**config.mk**
```make
export PLATFORM = sky130hd
export DESIGN_NAME = cbae_exec
export DESIGN_NICKNAME = d
export VERILOG_FILES = /design/src/hdl/cbae_pkg.sv /design/src/hdl/cbae_decode.sv /design/src/hdl/cbae_cond.sv /design/src/hdl/cbae_exec.sv
export SDC_FILE = /design/constraint.sdc
export NUM_CORES = 1
export LEC_CHECK = 0
export BUFFER_PORTS_ARGS = -buffer_cell sky130_fd_sc_hd__buf_4
export CAP_MARGIN = 20
export CORE_MARGIN = 2
export CORE_UTILIZATION = 47
export DETAILED_ROUTE_END_ITERATION = 6
export PLACE_DENSITY = 0.87
export SLEW_MARGIN = 40
export SYNTH_ARGS = -nofsm -noshare
export SYNTH_HDL_FRONTEND = slang
export SYNTH_SLANG_ARGS = --single-unit
```
**constraint.sdc**
```tcl
create_clock -name ref_clk_i -period 2.8 [get_ports ref_clk_i]
set_clock_uncertainty 0.2 [all_clocks]
set_input_delay 0.14 -clock ref_clk_i [delete_from_list [all_inputs] [get_ports ref_clk_i]]
set_output_delay 0.14 -clock ref_clk_i [all_outputs]
set_load 0.01 [all_outputs]
```
**src/hdl/cbae_pkg.sv**
```systemverilog
// Purpose: Shared constants and types for the conditional branch alias unit
// Assumes: 16-bit byte-addressed program counter, opcode byte on bits 0..7
// Notes: Opcode layout 1 1 0 m m c c c, m = addressing mode, c = condition
package cbae_pkg;

    localparam int CBAE_PC_W = 16;
    localparam logic [15:0] CBAE_PC_RST = 16'h0000;
    localparam logic [15:0] CBAE_PC_STEP = 16'h0002;

    // ==========================================================
    // Opcode fields
    localparam logic [2:0] CBAE_OP_CLASS = 3'h6;
    localparam int CBAE_CLASS_HI = 7;
    localparam int CBAE_CLASS_LO = 5;
    localparam int CBAE_MODE_HI = 4;
    localparam int CBAE_MODE_LO = 3;
    localparam int CBAE_COND_HI = 2;
    localparam int CBAE_COND_LO = 0;

    // Condition codes of the base branches
    localparam logic [2:0] CBAE_COND_CSET = 3'h0;
    localparam logic [2:0] CBAE_COND_OSET = 3'h2;
    localparam logic [2:0] CBAE_COND_CCLR = 3'h3;
    localparam logic [2:0] CBAE_COND_OCLR = 3'h6;

    typedef enum logic [1:0] {
        CBAE_RELATIVE_PLUS_MODE,
        CBAE_RELATIVE_MINUS_MODE,
        CBAE_INDIRECT_LOCAL_MODE,
        CBAE_INDIRECT_GENERAL_MODE
    } cbae_mode_t;

    typedef enum logic [2:0] {
        CBAE_NONE,
        CBAE_BRANCH_ON_CARRY_SET,
        CBAE_BRANCH_ON_CARRY_CLEAR,
        CBAE_BRANCH_ON_OVERFLOW_SET,
        CBAE_BRANCH_ON_OVERFLOW_CLEAR
    } cbae_kind_t;

    typedef struct packed {
        logic carry;
        logic overflow;
    } cbae_flags_t;

    typedef struct packed {
        logic valid;
        cbae_kind_t kind;
        cbae_mode_t mode;
    } cbae_dec_t;

endpackage : cbae_pkg

```
**src/hdl/cbae_decode.sv**
```systemverilog
// Purpose: Decode an opcode byte into a conditional branch kind
// Assumes: Opcode byte presented in the same cycle as the strobe
// Notes: Aliases share encodings with their base branches
`timescale 1ns/1ps
module cbae_decode
    import cbae_pkg::*;
(
    input wire logic [7:0] opcode_i,
    output cbae_dec_t dec_o
);

    always_comb begin
        dec_o.valid = 1'b0;
        dec_o.kind = CBAE_NONE;
        dec_o.mode = cbae_mode_t'(opcode_i[CBAE_MODE_HI:CBAE_MODE_LO]);
        if (opcode_i[CBAE_CLASS_HI:CBAE_CLASS_LO] == CBAE_OP_CLASS) begin
            case (opcode_i[CBAE_COND_HI:CBAE_COND_LO])
                CBAE_COND_CSET: dec_o.kind = CBAE_BRANCH_ON_CARRY_SET;
                CBAE_COND_OSET: dec_o.kind = CBAE_BRANCH_ON_OVERFLOW_SET;
                CBAE_COND_CCLR: dec_o.kind = CBAE_BRANCH_ON_CARRY_CLEAR;
                CBAE_COND_OCLR: dec_o.kind = CBAE_BRANCH_ON_OVERFLOW_CLEAR;
                default: dec_o.kind = CBAE_NONE;
            endcase
            dec_o.valid = (dec_o.kind != CBAE_NONE);
        end
    end

endmodule : cbae_decode

```
**src/hdl/cbae_cond.sv**
```systemverilog
// Purpose: Evaluate the branch condition from carry and overflow
// Assumes: Flags are those left by the preceding load or compare
// Notes: Purely combinational, flags are only read
`timescale 1ns/1ps
module cbae_cond
    import cbae_pkg::*;
(
    input cbae_dec_t dec_i,
    input cbae_flags_t flags_i,
    output logic take_o
);

    always_comb begin
        case (dec_i.kind)
            CBAE_BRANCH_ON_CARRY_SET: take_o = flags_i.carry;
            CBAE_BRANCH_ON_CARRY_CLEAR: take_o = ~flags_i.carry;
            CBAE_BRANCH_ON_OVERFLOW_SET: take_o = flags_i.overflow;
            CBAE_BRANCH_ON_OVERFLOW_CLEAR: take_o = ~flags_i.overflow;
            default: take_o = 1'b0;
        endcase
    end

endmodule : cbae_cond

```
**src/hdl/cbae_exec.sv**
```systemverilog
// Purpose: Execute conditional branch aliases on the program counter
// Assumes: Effective address computed elsewhere and valid with exec_i
// Notes: Only the program counter changes; flags pass through untouched
`timescale 1ns/1ps

// Function
// - Zero alias after a load jumps to the target when carry is 1.
// - Zero alias with carry 0 advances the program counter by 2.
// - Less alias (C2, CA, D2, DA) jumps to the target when overflow is 1.
// - Less alias with overflow 0 continues at program counter plus 2.
// - Negative alias after a load jumps to the target when overflow is 1.
// - Negative alias with overflow 0 advances the program counter by 2.
// - Unequal alias (C3, CB, D3, DB) jumps to the target when carry is 0.
// - Unequal alias with carry 1 advances the program counter by 2.
// - Nonzero alias, sharing the unequal encodings, jumps when carry is 0.
// - Nonzero alias with carry 1 advances the program counter by 2.
// - Not-less alias jumps to the target when overflow is 0.
// - Not-less alias with overflow 1 continues at program counter plus 2.
// - Nonnegative alias jumps to the target when overflow is 0.
// - Nonnegative alias with overflow 1 advances the program counter by 2.
module cbae_exec
    import cbae_pkg::*;
(
    input wire logic ref_clk_i,
    input wire logic srst_i,
    input wire logic exec_i,
    input wire logic [7:0] opcode_i,
    input wire logic [15:0] eff_addr_i,
    input cbae_flags_t flags_i,
    output logic [15:0] pc_o,
    output cbae_flags_t flags_o,
    output logic done_o,
    output logic taken_o,
    output logic illegal_o
);

    // ==========================================================
    // Decode and condition
    cbae_dec_t dec;
    logic take;

    cbae_decode u_decode (
        .opcode_i(opcode_i),
        .dec_o(dec)
    );

    cbae_cond u_cond (
        .dec_i(dec),
        .flags_i(flags_i),
        .take_o(take)
    );

    // ==========================================================
    // Program counter state
    logic [15:0] pc_r;
    logic [15:0] pc_nxt;
    logic done_r;
    logic done_nxt;
    logic taken_r;
    logic taken_nxt;
    logic illegal_r;
    logic illegal_nxt;

    always_comb begin
        pc_nxt = pc_r;
        done_nxt = 1'b0;
        taken_nxt = 1'b0;
        illegal_nxt = 1'b0;
        if (exec_i) begin
            if (dec.valid) begin
                done_nxt = 1'b1;
                taken_nxt = take;
                if (take) begin
                    pc_nxt = eff_addr_i;
                end else begin
                    pc_nxt = pc_r + CBAE_PC_STEP;
                end
            end else begin
                illegal_nxt = 1'b1;
            end
        end
    end

    always_ff @(posedge ref_clk_i) begin
        if (srst_i) begin
            pc_r <= CBAE_PC_RST;
            done_r <= 1'b0;
            taken_r <= 1'b0;
            illegal_r <= 1'b0;
        end else begin
            pc_r <= pc_nxt;
            done_r <= done_nxt;
            taken_r <= taken_nxt;
            illegal_r <= illegal_nxt;
        end
    end

    assign pc_o = pc_r;
    assign done_o = done_r;
    assign taken_o = taken_r;
    assign illegal_o = illegal_r;
    // Flags pass unchanged
    assign flags_o = flags_i;

    // ==========================================================
    // Checks
    carry_set_jump_a: assert property (
        @(posedge ref_clk_i) disable iff (srst_i)
        exec_i && opcode_i[2:0] == 3'h0 && opcode_i[7:5] == 3'h6 && flags_i.carry
        |=> pc_o == $past(eff_addr_i) && taken_o)
        else $error("carry set branch did not jump");

    carry_set_step_a: assert property (
        @(posedge ref_clk_i) disable iff (srst_i)
        exec_i && opcode_i[2:0] == 3'h0 && opcode_i[7:5] == 3'h6 && !flags_i.carry
        |=> pc_o == $past(pc_o) + 16'h0002 && !taken_o)
        else $error("carry set branch did not step");

    ovf_set_jump_a: assert property (
        @(posedge ref_clk_i) disable iff (srst_i)
        exec_i && opcode_i[2:0] == 3'h2 && opcode_i[7:5] == 3'h6 && flags_i.overflow
        |=> pc_o == $past(eff_addr_i))
        else $error("overflow set branch did not jump");

    ovf_set_step_a: assert property (
        @(posedge ref_clk_i) disable iff (srst_i)
        exec_i && opcode_i[2:0] == 3'h2 && opcode_i[7:5] == 3'h6 && !flags_i.overflow
        |=> pc_o == $past(pc_o) + 16'h0002)
        else $error("overflow set branch did not step");

    carry_clr_jump_a: assert property (
        @(posedge ref_clk_i) disable iff (srst_i)
        exec_i && opcode_i[2:0] == 3'h3 && opcode_i[7:5] == 3'h6 && !flags_i.carry
        |=> pc_o == $past(eff_addr_i))
        else $error("carry clear branch did not jump");

    carry_clr_step_a: assert property (
        @(posedge ref_clk_i) disable iff (srst_i)
        exec_i && opcode_i[2:0] == 3'h3 && opcode_i[7:5] == 3'h6 && flags_i.carry
        |=> pc_o == $past(pc_o) + 16'h0002)
        else $error("carry clear branch did not step");

    ovf_clr_jump_a: assert property (
        @(posedge ref_clk_i) disable iff (srst_i)
        exec_i && opcode_i[2:0] == 3'h6 && opcode_i[7:5] == 3'h6 && !flags_i.overflow
        |=> pc_o == $past(eff_addr_i))
        else $error("overflow clear branch did not jump");

    ovf_clr_step_a: assert property (
        @(posedge ref_clk_i) disable iff (srst_i)
        exec_i && opcode_i[2:0] == 3'h6 && opcode_i[7:5] == 3'h6 && flags_i.overflow
        |=> pc_o == $past(pc_o) + 16'h0002)
        else $error("overflow clear branch did not step");

    // Reset edges excluded, the counter reloads there
    pc_hold_idle_a: assert property (
        @(posedge ref_clk_i) disable iff (srst_i)
        !srst_i && (!exec_i || illegal_nxt) |=> $stable(pc_o) && !done_o)
        else $error("program counter moved without a branch");

    // ==========================================================
    // Checks by literal opcode
    zero_alias_jump_a: assert property (
        @(posedge ref_clk_i) disable iff (srst_i)
        exec_i && opcode_i inside {8'hC0, 8'hC8, 8'hD0, 8'hD8} && flags_i.carry
        |=> pc_o == $past(eff_addr_i) && taken_o && done_o)
        else $error("zero alias did not jump");

    zero_alias_step_a: assert property (
        @(posedge ref_clk_i) disable iff (srst_i)
        exec_i && opcode_i inside {8'hC0, 8'hC8, 8'hD0, 8'hD8} && !flags_i.carry
        |=> pc_o == $past(pc_o) + CBAE_PC_STEP && !taken_o && done_o)
        else $error("zero alias did not step");

    less_alias_jump_a: assert property (
        @(posedge ref_clk_i) disable iff (srst_i)
        exec_i && opcode_i inside {8'hC2, 8'hCA, 8'hD2, 8'hDA} && flags_i.overflow
        |=> pc_o == $past(eff_addr_i) && taken_o && done_o)
        else $error("less alias did not jump");

    less_alias_step_a: assert property (
        @(posedge ref_clk_i) disable iff (srst_i)
        exec_i && opcode_i inside {8'hC2, 8'hCA, 8'hD2, 8'hDA} && !flags_i.overflow
        |=> pc_o == $past(pc_o) + CBAE_PC_STEP && !taken_o && done_o)
        else $error("less alias did not step");

    unequal_alias_jump_a: assert property (
        @(posedge ref_clk_i) disable iff (srst_i)
        exec_i && opcode_i inside {8'hC3, 8'hCB, 8'hD3, 8'hDB} && !flags_i.carry
        |=> pc_o == $past(eff_addr_i) && taken_o && done_o)
        else $error("unequal alias did not jump");

    unequal_alias_step_a: assert property (
        @(posedge ref_clk_i) disable iff (srst_i)
        exec_i && opcode_i inside {8'hC3, 8'hCB, 8'hD3, 8'hDB} && flags_i.carry
        |=> pc_o == $past(pc_o) + CBAE_PC_STEP && !taken_o && done_o)
        else $error("unequal alias did not step");

    not_less_jump_a: assert property (
        @(posedge ref_clk_i) disable iff (srst_i)
        exec_i && opcode_i inside {8'hC6, 8'hCE, 8'hD6, 8'hDE} && !flags_i.overflow
        |=> pc_o == $past(eff_addr_i) && taken_o && done_o)
        else $error("not-less alias did not jump");

    not_less_step_a: assert property (
        @(posedge ref_clk_i) disable iff (srst_i)
        exec_i && opcode_i inside {8'hC6, 8'hCE, 8'hD6, 8'hDE} && flags_i.overflow
        |=> pc_o == $past(pc_o) + CBAE_PC_STEP && !taken_o && done_o)
        else $error("not-less alias did not step");

    // ==========================================================
    // Result pulse checks
    valid_decode_done_a: assert property (
        @(posedge ref_clk_i) disable iff (srst_i)
        exec_i && opcode_i inside {8'hC0, 8'hC8, 8'hD0, 8'hD8, 8'hC2, 8'hCA, 8'hD2, 8'hDA,
            8'hC3, 8'hCB, 8'hD3, 8'hDB, 8'hC6, 8'hCE, 8'hD6, 8'hDE}
        |=> done_o && !illegal_o)
        else $error("decoded alias gave no done pulse");

    class_other_illegal_a: assert property (
        @(posedge ref_clk_i) disable iff (srst_i)
        exec_i && opcode_i[CBAE_CLASS_HI:CBAE_CLASS_LO] == CBAE_OP_CLASS
            && !(opcode_i[CBAE_COND_HI:CBAE_COND_LO] inside {3'h0, 3'h2, 3'h3, 3'h6})
        |=> illegal_o && !done_o && !taken_o && $stable(pc_o))
        else $error("undecoded condition was not refused");

    foreign_class_illegal_a: assert property (
        @(posedge ref_clk_i) disable iff (srst_i)
        exec_i && opcode_i[CBAE_CLASS_HI:CBAE_CLASS_LO] != CBAE_OP_CLASS
        |=> illegal_o && !done_o && !taken_o && $stable(pc_o))
        else $error("foreign opcode was not refused");

    idle_no_pulse_a: assert property (
        @(posedge ref_clk_i) disable iff (srst_i)
        !srst_i && !exec_i
        |=> !done_o && !taken_o && !illegal_o)
        else $error("result pulse without an execute");

    taken_with_done_a: assert property (
        @(posedge ref_clk_i) disable iff (srst_i)
        taken_o
        |-> done_o)
        else $error("taken pulse without done pulse");

    done_not_illegal_a: assert property (
        @(posedge ref_clk_i) disable iff (srst_i)
        done_o
        |-> !illegal_o)
        else $error("done and illegal pulses together");

    jump_pc_target_a: assert property (
        @(posedge ref_clk_i) disable iff (srst_i)
        done_o && taken_o
        |-> pc_o == $past(eff_addr_i))
        else $error("taken branch missed its target");

    step_pc_next_a: assert property (
        @(posedge ref_clk_i) disable iff (srst_i)
        done_o && !taken_o
        |-> pc_o == $past(pc_o) + CBAE_PC_STEP)
        else $error("untaken branch did not step");

    illegal_pc_hold_a: assert property (
        @(posedge ref_clk_i) disable iff (srst_i)
        illegal_o
        |-> $stable(pc_o))
        else $error("refused opcode moved the program counter");

    pc_moves_done_a: assert property (
        @(posedge ref_clk_i) disable iff (srst_i)
        !done_o && !$past(srst_i)
        |-> $stable(pc_o))
        else $error("program counter moved without done pulse");

    done_after_exec_a: assert property (
        @(posedge ref_clk_i) disable iff (srst_i)
        done_o
        |-> $past(exec_i))
        else $error("done pulse without an execute");

    illegal_after_exec_a: assert property (
        @(posedge ref_clk_i) disable iff (srst_i)
        illegal_o
        |-> $past(exec_i))
        else $error("illegal pulse without an execute");

    // ==========================================================
    // Reset checks
    reset_clears_a: assert property (
        @(posedge ref_clk_i)
        srst_i
        |=> pc_o == CBAE_PC_RST && !done_o && !taken_o && !illegal_o)
        else $error("reset did not clear the results");

    reset_release_idle_a: assert property (
        @(posedge ref_clk_i)
        $past(srst_i) && !srst_i
        |-> pc_o == CBAE_PC_RST && !done_o && !illegal_o)
        else $error("results not idle after reset release");

endmodule : cbae_exec

```
# Yosys cells after proc, flatten, opt, wreduce, memory -nomap -nowiden
# Index checks and enable logic that the tools add are counted.
[word_totals]
reg_bits = 19
latch_bits = 0
ram_bits = 0
mem_bits_ro = 0
in_bits = 29
out_inout_bits = 21
wordCells = 29
n_memories = 0
[classes]
addsub = 1
n_mul = 0
n_div = 0
order_cmp = 0
n_eq_ne = 8
shifts = 0
muxes = 7
bitwise_logic = 4
reduce_logical = 5
[op_table]
columns = ["operator", "n"]
rows = [
  ["$add 16x2->16 const B", 1],
  ["$mux 16", 1],
  ["$eq 3x2->1 const B", 4],
  ["$pmux 3 s4", 1],
  ["$eq 3x3->1 const B", 3],
  ["$mux 4", 1],
  ["$not 1->1", 4],
  ["$pmux 1 s4", 1],
  ["$eq 3x1->1 const B", 1],
  ["$logic_not 3->1", 1],
  ["$mux 3", 1],
  ["$reduce_bool 3->1", 1],
  ["$reduce_or 3->1", 1],
  ["$mux 1", 2],
  ["$reduce_and 2->1", 1],
  ["$reduce_or 2->1", 1],
]

# Depth between registers and ports, before layout
# Gate-level depths: netlist of run 1.
[depth]
word_depth = 8
depth_mapped = 7
depth_no_buf = 6

# By module
# A second synthesis of run 1 with hierarchy kept.
[hier_totals]
hier_cells = 158
area_unflattened_um2 = 1186.1
[by_module_without_submodules]
columns = ["module", "n_inst", "cells_per_inst", "area_each_um2", "seq_area_each_um2"]
rows = [
  ["cbae_exec", 1, 142, 1079.8, 380.4],
  ["cbae_decode", 1, 10, 62.6, 0.0],
  ["cbae_cond", 1, 6, 43.8, 0.0],
]

# Least setup slack after synthesis of run 1
# Ideal clock, no wire load.
[synth_timing]
path_kind = "flip-flop to flip-flop"
startpoint = "register pc_r[1], in the netlist pc_o[1]"
endpoint = "register pc_r[15], in the netlist pc_o[15]"
setup_time_ps = 74
t_arrival_ps = 1753
t_required_ps = 2526
slack_ps = 773
path_stages_with_launch = 7
path_buffers = 0
synth_period_minus_slack_ps = 2027
path_cell_list = "dfxtp_1 > ha_1 > and3_1 > nand2_2 > or3_1 > or4_1 > a31oi_1"
[synth_via]
elab_chain_len = 2
[synth_lines]
columns = ["item", "line_no", "source"]
rows = [
  ["start: declaration", "cbae_exec.sv:55", "logic [15:0] pc_r;"],
  ["start signal: assignment", "cbae_exec.sv:91", "pc_r <= pc_nxt;"],
  ["$add 16x2->16", "cbae_exec.sv:76", "pc_nxt = pc_r + CBAE_PC_STEP;"],
  ["$mux 16", "cbae_exec.sv:73", "if (take) begin"],
]
# No other way between the ends.
# A chain may end at the register's enable or synchronous reset.

# Final worst setup path of run 1
[layout_timing]
startpoint = "input exec_i"
endpoint = "register pc_r[1], in the netlist pc_o[1]"
[layout_via]
elab_chain_len = 1
[layout_lines]
columns = ["item", "line_no", "source"]
rows = [
  ["start: declaration", "cbae_exec.sv:26", "input wire logic exec_i,"],
  ["$reduce_and 2->1 (no source line)", "n/a", ""],
]
# No other way between the ends.

==> flow_metrics.py, run 1 <==
metrics = {
    "global_route": {
        "antenna_found_initial": 0,
        "track_usage_pct": 29.0,
        "grt_pass1_vias": 1461,
        "grt_pass1_wl_um": 6310,
        "grt_max_degree": 22,
        "overflow": 0,
    },
    "cells_and_area": {
        "nets": 251,
        "fill_cells": 201,
        "n_antenna_cell": 0,
        "multi_input_area_um2": 759,
        "area_growth_pct": 48.1,
        "layout.cells.non_filler": 250,
        "final_common_cell": "buf_4",
        "layout-drive-gt1-share_pct": 26.8,
        "final-seq-area_um2": 380,
        "final_cell_mix": "buf_4 (48), dlygate4sd3_1 (22), dfxtp_1 (19)",
    },
    "detailed_routing": {
        "first_pass_iters": 5,
        "num_vias": 1503,
        "viasPerCell": 6.01,
        "totalWireLength_um": 3920,
        "wire_per_inst_um": 15.7,
        "drc": 0,
        "first_iter_violations": 46,
        "antenna_left": 0,
    },
    "sta": {
        "slew_headroom_pct": 62.9,
        "min_period_ns": 2.61,
        "period_share_pct": 93.3,
        "rsz0062_at_grt": "false",
        "fin_setup_tns_ns": 0,
        "tightest_slew_ns": 0.556,
        "setup_viol": 0,
        "worst_slack_ns": 0.188,
        "fmax_ghz": 0.383,
        "hold_viol": 0,
        "slew_viol_final": 0,
        "hold_ws_ns": 0.0395,
    },
    "pwr": {
        "intPower_mw": 0.394,
        "peakVddDrop_mv": 0.287,
        "p_comb_share_pct": 20.9,
        "power_density_nw_per_um2": 298,
        "p_sw_mw": 0.141,
        "p_leak_nw": 0.698,
        "sw_frac_of_total_pct": 26.4,
        "pwr-share-seq_pct": 52.8,
        "power.total_mw": 0.535,
        "pwr-share-clk_pct": 26.3,
    },
    "place": {
        "dp.final_hpwl_um": 2550,
        "io_buffers": 47,
        "dp.cells": 224,
        "pre_cts_slack_ns": 0.530,
        "place.gp.congestion": 0.885,
    },
    "flow_run": {
        "max_cap_violations": 0,
    },
    "floorplan": {
        "std_cell_rows": 18,
        "coreArea_um2": 2450,
        "start_util_pct": 49.4,
        "design.die.area_um2": 3000,
        "io_pins": 50,
        "die_h_um": 54.8,
        "chipWidth_um": 54.8,
    },
    "synthesis": {
        "syn_area_um2": 1210,
        "yosys_register_bits": 19,
        "muxShareOfSynthArea_pct": 2.48,
        "synthAdderAreaFrac_pct": 1.96,
        "synth-edff-count": 0,
        "synth-simple-area-share_pct": 39.8,
        "ys_seq_area_share_pct": 31.4,
        "synth_compound_area_share_pct": 18.4,
        "synth_nets": 187,
        "synth_top_family_by_area": "simple AND/OR/NAND/NOR gates",
        "syn_avg_cell_area_um2": 7.72,
        "synth_xor_area_share_pct": 0,
        "synth_flop_cell": "dfxtp_1",
        "ys.warnings.count": 0,
        "async_flop_share_pct": 0,
        "ys_types": 45,
        "netlist_instances": 157,
    },
    "setup_path": {
        "criticalPathCategory": "input pin to flip-flop",
        "crit_required_ns": 2.85,
        "critPathBufInv": 4,
        "crit_family": "buffers and inverters",
        "end_kind": "flip-flop",
        "crit_chain": "dlygate4sd3_1 -> buf_4 -> nand4b_1 -> buf_4 -> or2_2 -> or3_1 -> a31oi_1 -> dlygate4sd3_1",
        "cp_max_fo": 21,
        "slowest_delay_ns": 0.55,
        "startpoint_type": "input pin",
        "cp_data_arrival_time_ns": 2.66,
        "cp_slowest_cell": "dlygate4sd3_1",
    },
    "cts": {
        "clockBufferDepth": 2,
        "htreeDepth": 1,
        "cts.sinks": 19,
        "cts_setup_buffers": 0,
        "numCtsBuffers": 3,
        "cts.clk_slew.worst_paths_ns": 0.10,
        "clk-insertion-delay-late_ns": 0.30,
        "cts_tree": "built",
        "cts_root_buf": "clkbuf_4",
    },
    "run_status": {
        "outcome": "complete, no violations",
    },
    "worst_hold_path": {
        "hp-class": "input pin to flip-flop",
    },
}
==> layout make-up <==
class	count	area share, %
Tap cell	30	2.09
Inverter	3	0.627
Sequential cell	19	21.2
Timing Repair Buffer	70	32.3
Multi-Input combinational cell	124	42.3
Clock buffer	4	1.46
==> power groups by stage <==
stage | logic [mW] | clock network (mW) | registers [mW]
detailed placement | 0.0896 | 0 | 0.289
CTS | 0.109 | 0.142 | 0.282
finish | 0.112 | 0.141 | 0.283
floorplan | 0.0415 | 0 | 0.289
global route | 0.120 | 0.155 | 0.284
global placement | 0.0870 | 0 | 0.288
==> state kept, by name, summed over array words and instances, names as in the netlist <==
name and cells:
pc_o 16, done_o 1, illegal_o 1, taken_o 1
==> Yosys cell counts, types with 2 or more instances <==
cell | number | area (um^2)
o21ai_0 | 7 | 35.0
or4_1 | 2 | 15.0
a22oi_1 | 2 | 15.0
dfxtp_1 | 19 | 380
nor3b_1 | 2 | 15.0
or3_1 | 2 | 12.5
nand4_1 | 2 | 12.5
nand2_1 | 12 | 45.0
clkbuf_1 | 2 | 7.51
buf_1 | 2 | 7.51
mux2i_1 | 3 | 30.0
and2_1 | 5 | 31.3
nor4b_1 | 2 | 17.5
nand2b_1 | 3 | 18.8
nor2b_1 | 2 | 12.5
buf_4 | 2 | 15.0
inv_1 | 3 | 11.3
a31oi_1 | 9 | 56.3
and4_1 | 3 | 26.3
buf_2 | 4 | 20.0
nor2_2 | 2 | 12.5
nor3_1 | 12 | 60.1
nand3_1 | 14 | 70.1
nor2_1 | 9 | 33.8
a21oi_1 | 3 | 15.0
nor4_1 | 7 | 43.8
a211oi_1 | 4 | 30.0
==> repair_timing <==
action | in CTS | in global routing
endpoints found under the hold margin | 15 | 1
resized for setup | 0 | 1
hold buffers | 21 | 1
setup endpoints to repair | 0 | 1
==> worst min-delay path, cell delays in order <==
cell and delay (ns):
buf_4 0.11, nor3_1 0.17, nor4_1 0.07
==> final timing paths <==
check             slack (ns)                  start               endpoint  cells after the start
hold reg to reg         0.32  pc_o[15]$_SDFFE_PP0P_  pc_o[15]$_SDFFE_PP0P_                      2
hold / removal          0.04          eff_addr_i[2]   pc_o[2]$_SDFFE_PP0P_                      3
setup / recovery        0.19                 exec_i   pc_o[1]$_SDFFE_PP0P_                      8
setup reg to reg        0.51   pc_o[1]$_SDFFE_PP0P_   pc_o[9]$_SDFFE_PP0P_                      7
==> layer usage <==
metal / vias to the layer above / track usage [%] / routed length, um
li1: 724 / - / -
met1: 697 / 35.0 / 1600
met2: 75 / 50.8 / 2020
met3: 7 / 4.10 / 259
met4: 0 / 11.7 / 38
met5: - / 0 / 0
==> metrics by stage <==
stage / cell area (um^2) / utilization, %
5_1_grt: 1800 / 73.1
3_5_place_dp: 1550 / 63.1
4_1_cts: 1790 / 72.7
6_report: 1800 / 73.1
2_1_floorplan: 1210 / -
3_3_place_gp: 1550 / 63.1
==> cells by family after synthesis <==
| family | Yosys count |
|---|---|
| adder cells (fa/ha/maj) | 2 |
| multiplexers | 3 |
| AO/OA/AOI/OAI | 33 |
| AND/OR/NAND/NOR | 86 |
| flip-flops | 19 |
| buffers and inverters | 14 |
Note: power is estimated with default switching activity, not from simulation.
==> run 2, diff against run 1 <==
Settings changed: CORE_ASPECT_RATIO set to 1.2, SLEW_MARGIN 40 to 20.
==> flow_metrics.py, run 2 (synthesized netlist as in run 1, its figures left out) <==
metrics = {
    "cells_and_area": {
        "final_cell_mix": "buf_4 (49), dlygate4sd3_1 (23), dfxtp_1 (19)",
        "layout-drive-gt1-share_pct": 26.6,
        "final_common_cell": "buf_4",
        "nets": 253,
        "n_antenna_cell": 0,
        "fill_cells": 200,
        "area_growth_pct": 49.8,
        "largest_reg_flops": 16,
        "fin_util_pct": 72.6,
    },
    "setup_path": {
        "cp_max_fo": 13,
        "startpoint_type": "input pin",
        "crit_required_ns": 2.86,
        "worst_r2r_path_depth": 7,
        "end_kind": "flip-flop",
        "cp_data_arrival_time_ns": 2.56,
        "criticalPathCategory": "input pin to flip-flop",
    },
    "sta": {
        "fmax_ghz": 0.400,
        "slew_viol_final": 0,
        "min_period_ns": 2.50,
        "worst_slack_ns": 0.300,
        "hold_viol": 0,
        "slew_headroom_pct": 59.3,
        "fin_setup_tns_ns": 0,
        "tightest_slew_ns": 0.610,
        "rsz0062_at_grt": "false",
        "period_share_pct": 89.3,
        "setup_viol": 0,
    },
    "cts": {
        "cts_root_buf": "clkbuf_4",
        "clockBufferDepth": 2,
        "post_cts_resized": 0,
        "htreeDepth": 1,
        "cts_tree": "built",
        "numCtsBuffers": 3,
        "clk-insertion-delay-late_ns": 0.31,
        "cts.clk_slew.worst_paths_ns": 0.12,
        "cts.sinks": 19,
    },
    "global_route": {
        "grt_max_degree": 20,
        "grt_pass1_vias": 1400,
        "grt_use_met1_pct": 29.8,
        "grt_pass1_wl_um": 5840,
        "overflow": 0,
        "top_usage_layer": "met2",
        "grtUsageMet2_pct": 43.8,
        "antenna_found_initial": 0,
        "grt_util_met3_pct": 2.78,
        "track_usage_pct": 24.9,
    },
    "detailed_routing": {
        "first_pass_iters": 4,
        "wire_per_inst_um": 14.3,
        "num_vias": 1488,
        "first_iter_violations": 54,
        "drc": 0,
        "totalWireLength_um": 3660,
        "antenna_left": 0,
        "viasPerCell": 5.84,
    },
    "pwr": {
        "power.total_mw": 0.543,
        "p_leak_nw": 0.709,
        "peakVddDrop_mv": 0.231,
        "power_density_nw_per_um2": 299,
    },
    "run_status": {
        "outcome": "complete, no violations",
    },
    "worst_hold_path": {
        "hp-class": "input pin to flip-flop",
        "hold_depth": 3,
    },
    "floorplan": {
        "start_util_pct": 48.5,
        "design.die.area_um2": 3000,
        "io_pins": 50,
        "coreArea_um2": 2500,
        "die_h_um": 59.6,
        "std_cell_rows": 20,
        "chipWidth_um": 50.4,
    },
    "place": {
        "place.gp.congestion": 0.894,
        "dp.final_hpwl_um": 2460,
        "pre_cts_slack_ns": 0.661,
        "io_buffers": 47,
    },
    "flow_run": {
        "max_cap_violations": 0,
    },
}
[run 2: cell types whose count changed in the layout (fill, tap and decap cells not counted), sizes merged]
cell,change
buf,+1
dlygate4sd3,+1
[run 2: through the flow]
stage | cells | hold slack, ns | area [um^2]
floorplan | 157 | 0.0872 | 1210
global placement | 228 | 0.184 | 1560
detailed placement | 228 | 0.194 | 1560
CTS | 255 | 0.0192 | 1820
global route | 255 | 0.0543 | 1820
finish | 255 | 0.0137 | 1820
[run 2: critical path, stage by stage]
cell and delay (ns):
dlygate4sd3_1 0.53, buf_4 0.10, nand4b_1 0.09, buf_4 0.20, or2_1 0.37, or3_1 0.39, a31oi_1 0.17, dlygate4sd3_1 0.56
[run 2: repair_timing]
action	CTS	global route
setup buffers	0	0
hold buffers	23	0
endpoints found under the hold margin	16	0
[run 2: power by group]
group	leakage (nW)	internal (mW)	switching [mW]	total [mW]
logic	0.541	0.0633	0.0474	0.111
clock network	0.0150	0.0558	0.0944	0.150
registers	0.153	0.276	0.00702	0.283
[run 2: per-layer routing]
layer  part of all wire (%)  vias up
met5                      0        -
met4                    1.6        0
met3                    8.1       10
met2                     49       78
met1                     41      678
li1                       -      722
[run 2: layout make-up]
class                           count  area [um^2]  share of cell area, %
Timing Repair Buffer               72          598                   32.9
Clock buffer                        4         26.3                   1.45
Sequential cell                    19          380                   20.9
Inverter                            3         11.3                  0.620
Tap cell                           33         41.3                   2.27
Multi-Input combinational cell    124          759                   41.8
[run 2: worst paths after layout]
check	start	to	slack (ns)
worst max-delay path	exec_i	pc_o[1]$_SDFFE_PP0P_	0.30
worst min-delay path	eff_addr_i[2]	pc_o[2]$_SDFFE_PP0P_	0.01
worst max register to register	pc_o[1]$_SDFFE_PP0P_	pc_o[9]$_SDFFE_PP0P_	0.53
worst min register to register	pc_o[8]$_SDFFE_PP0P_	pc_o[8]$_SDFFE_PP0P_	0.33
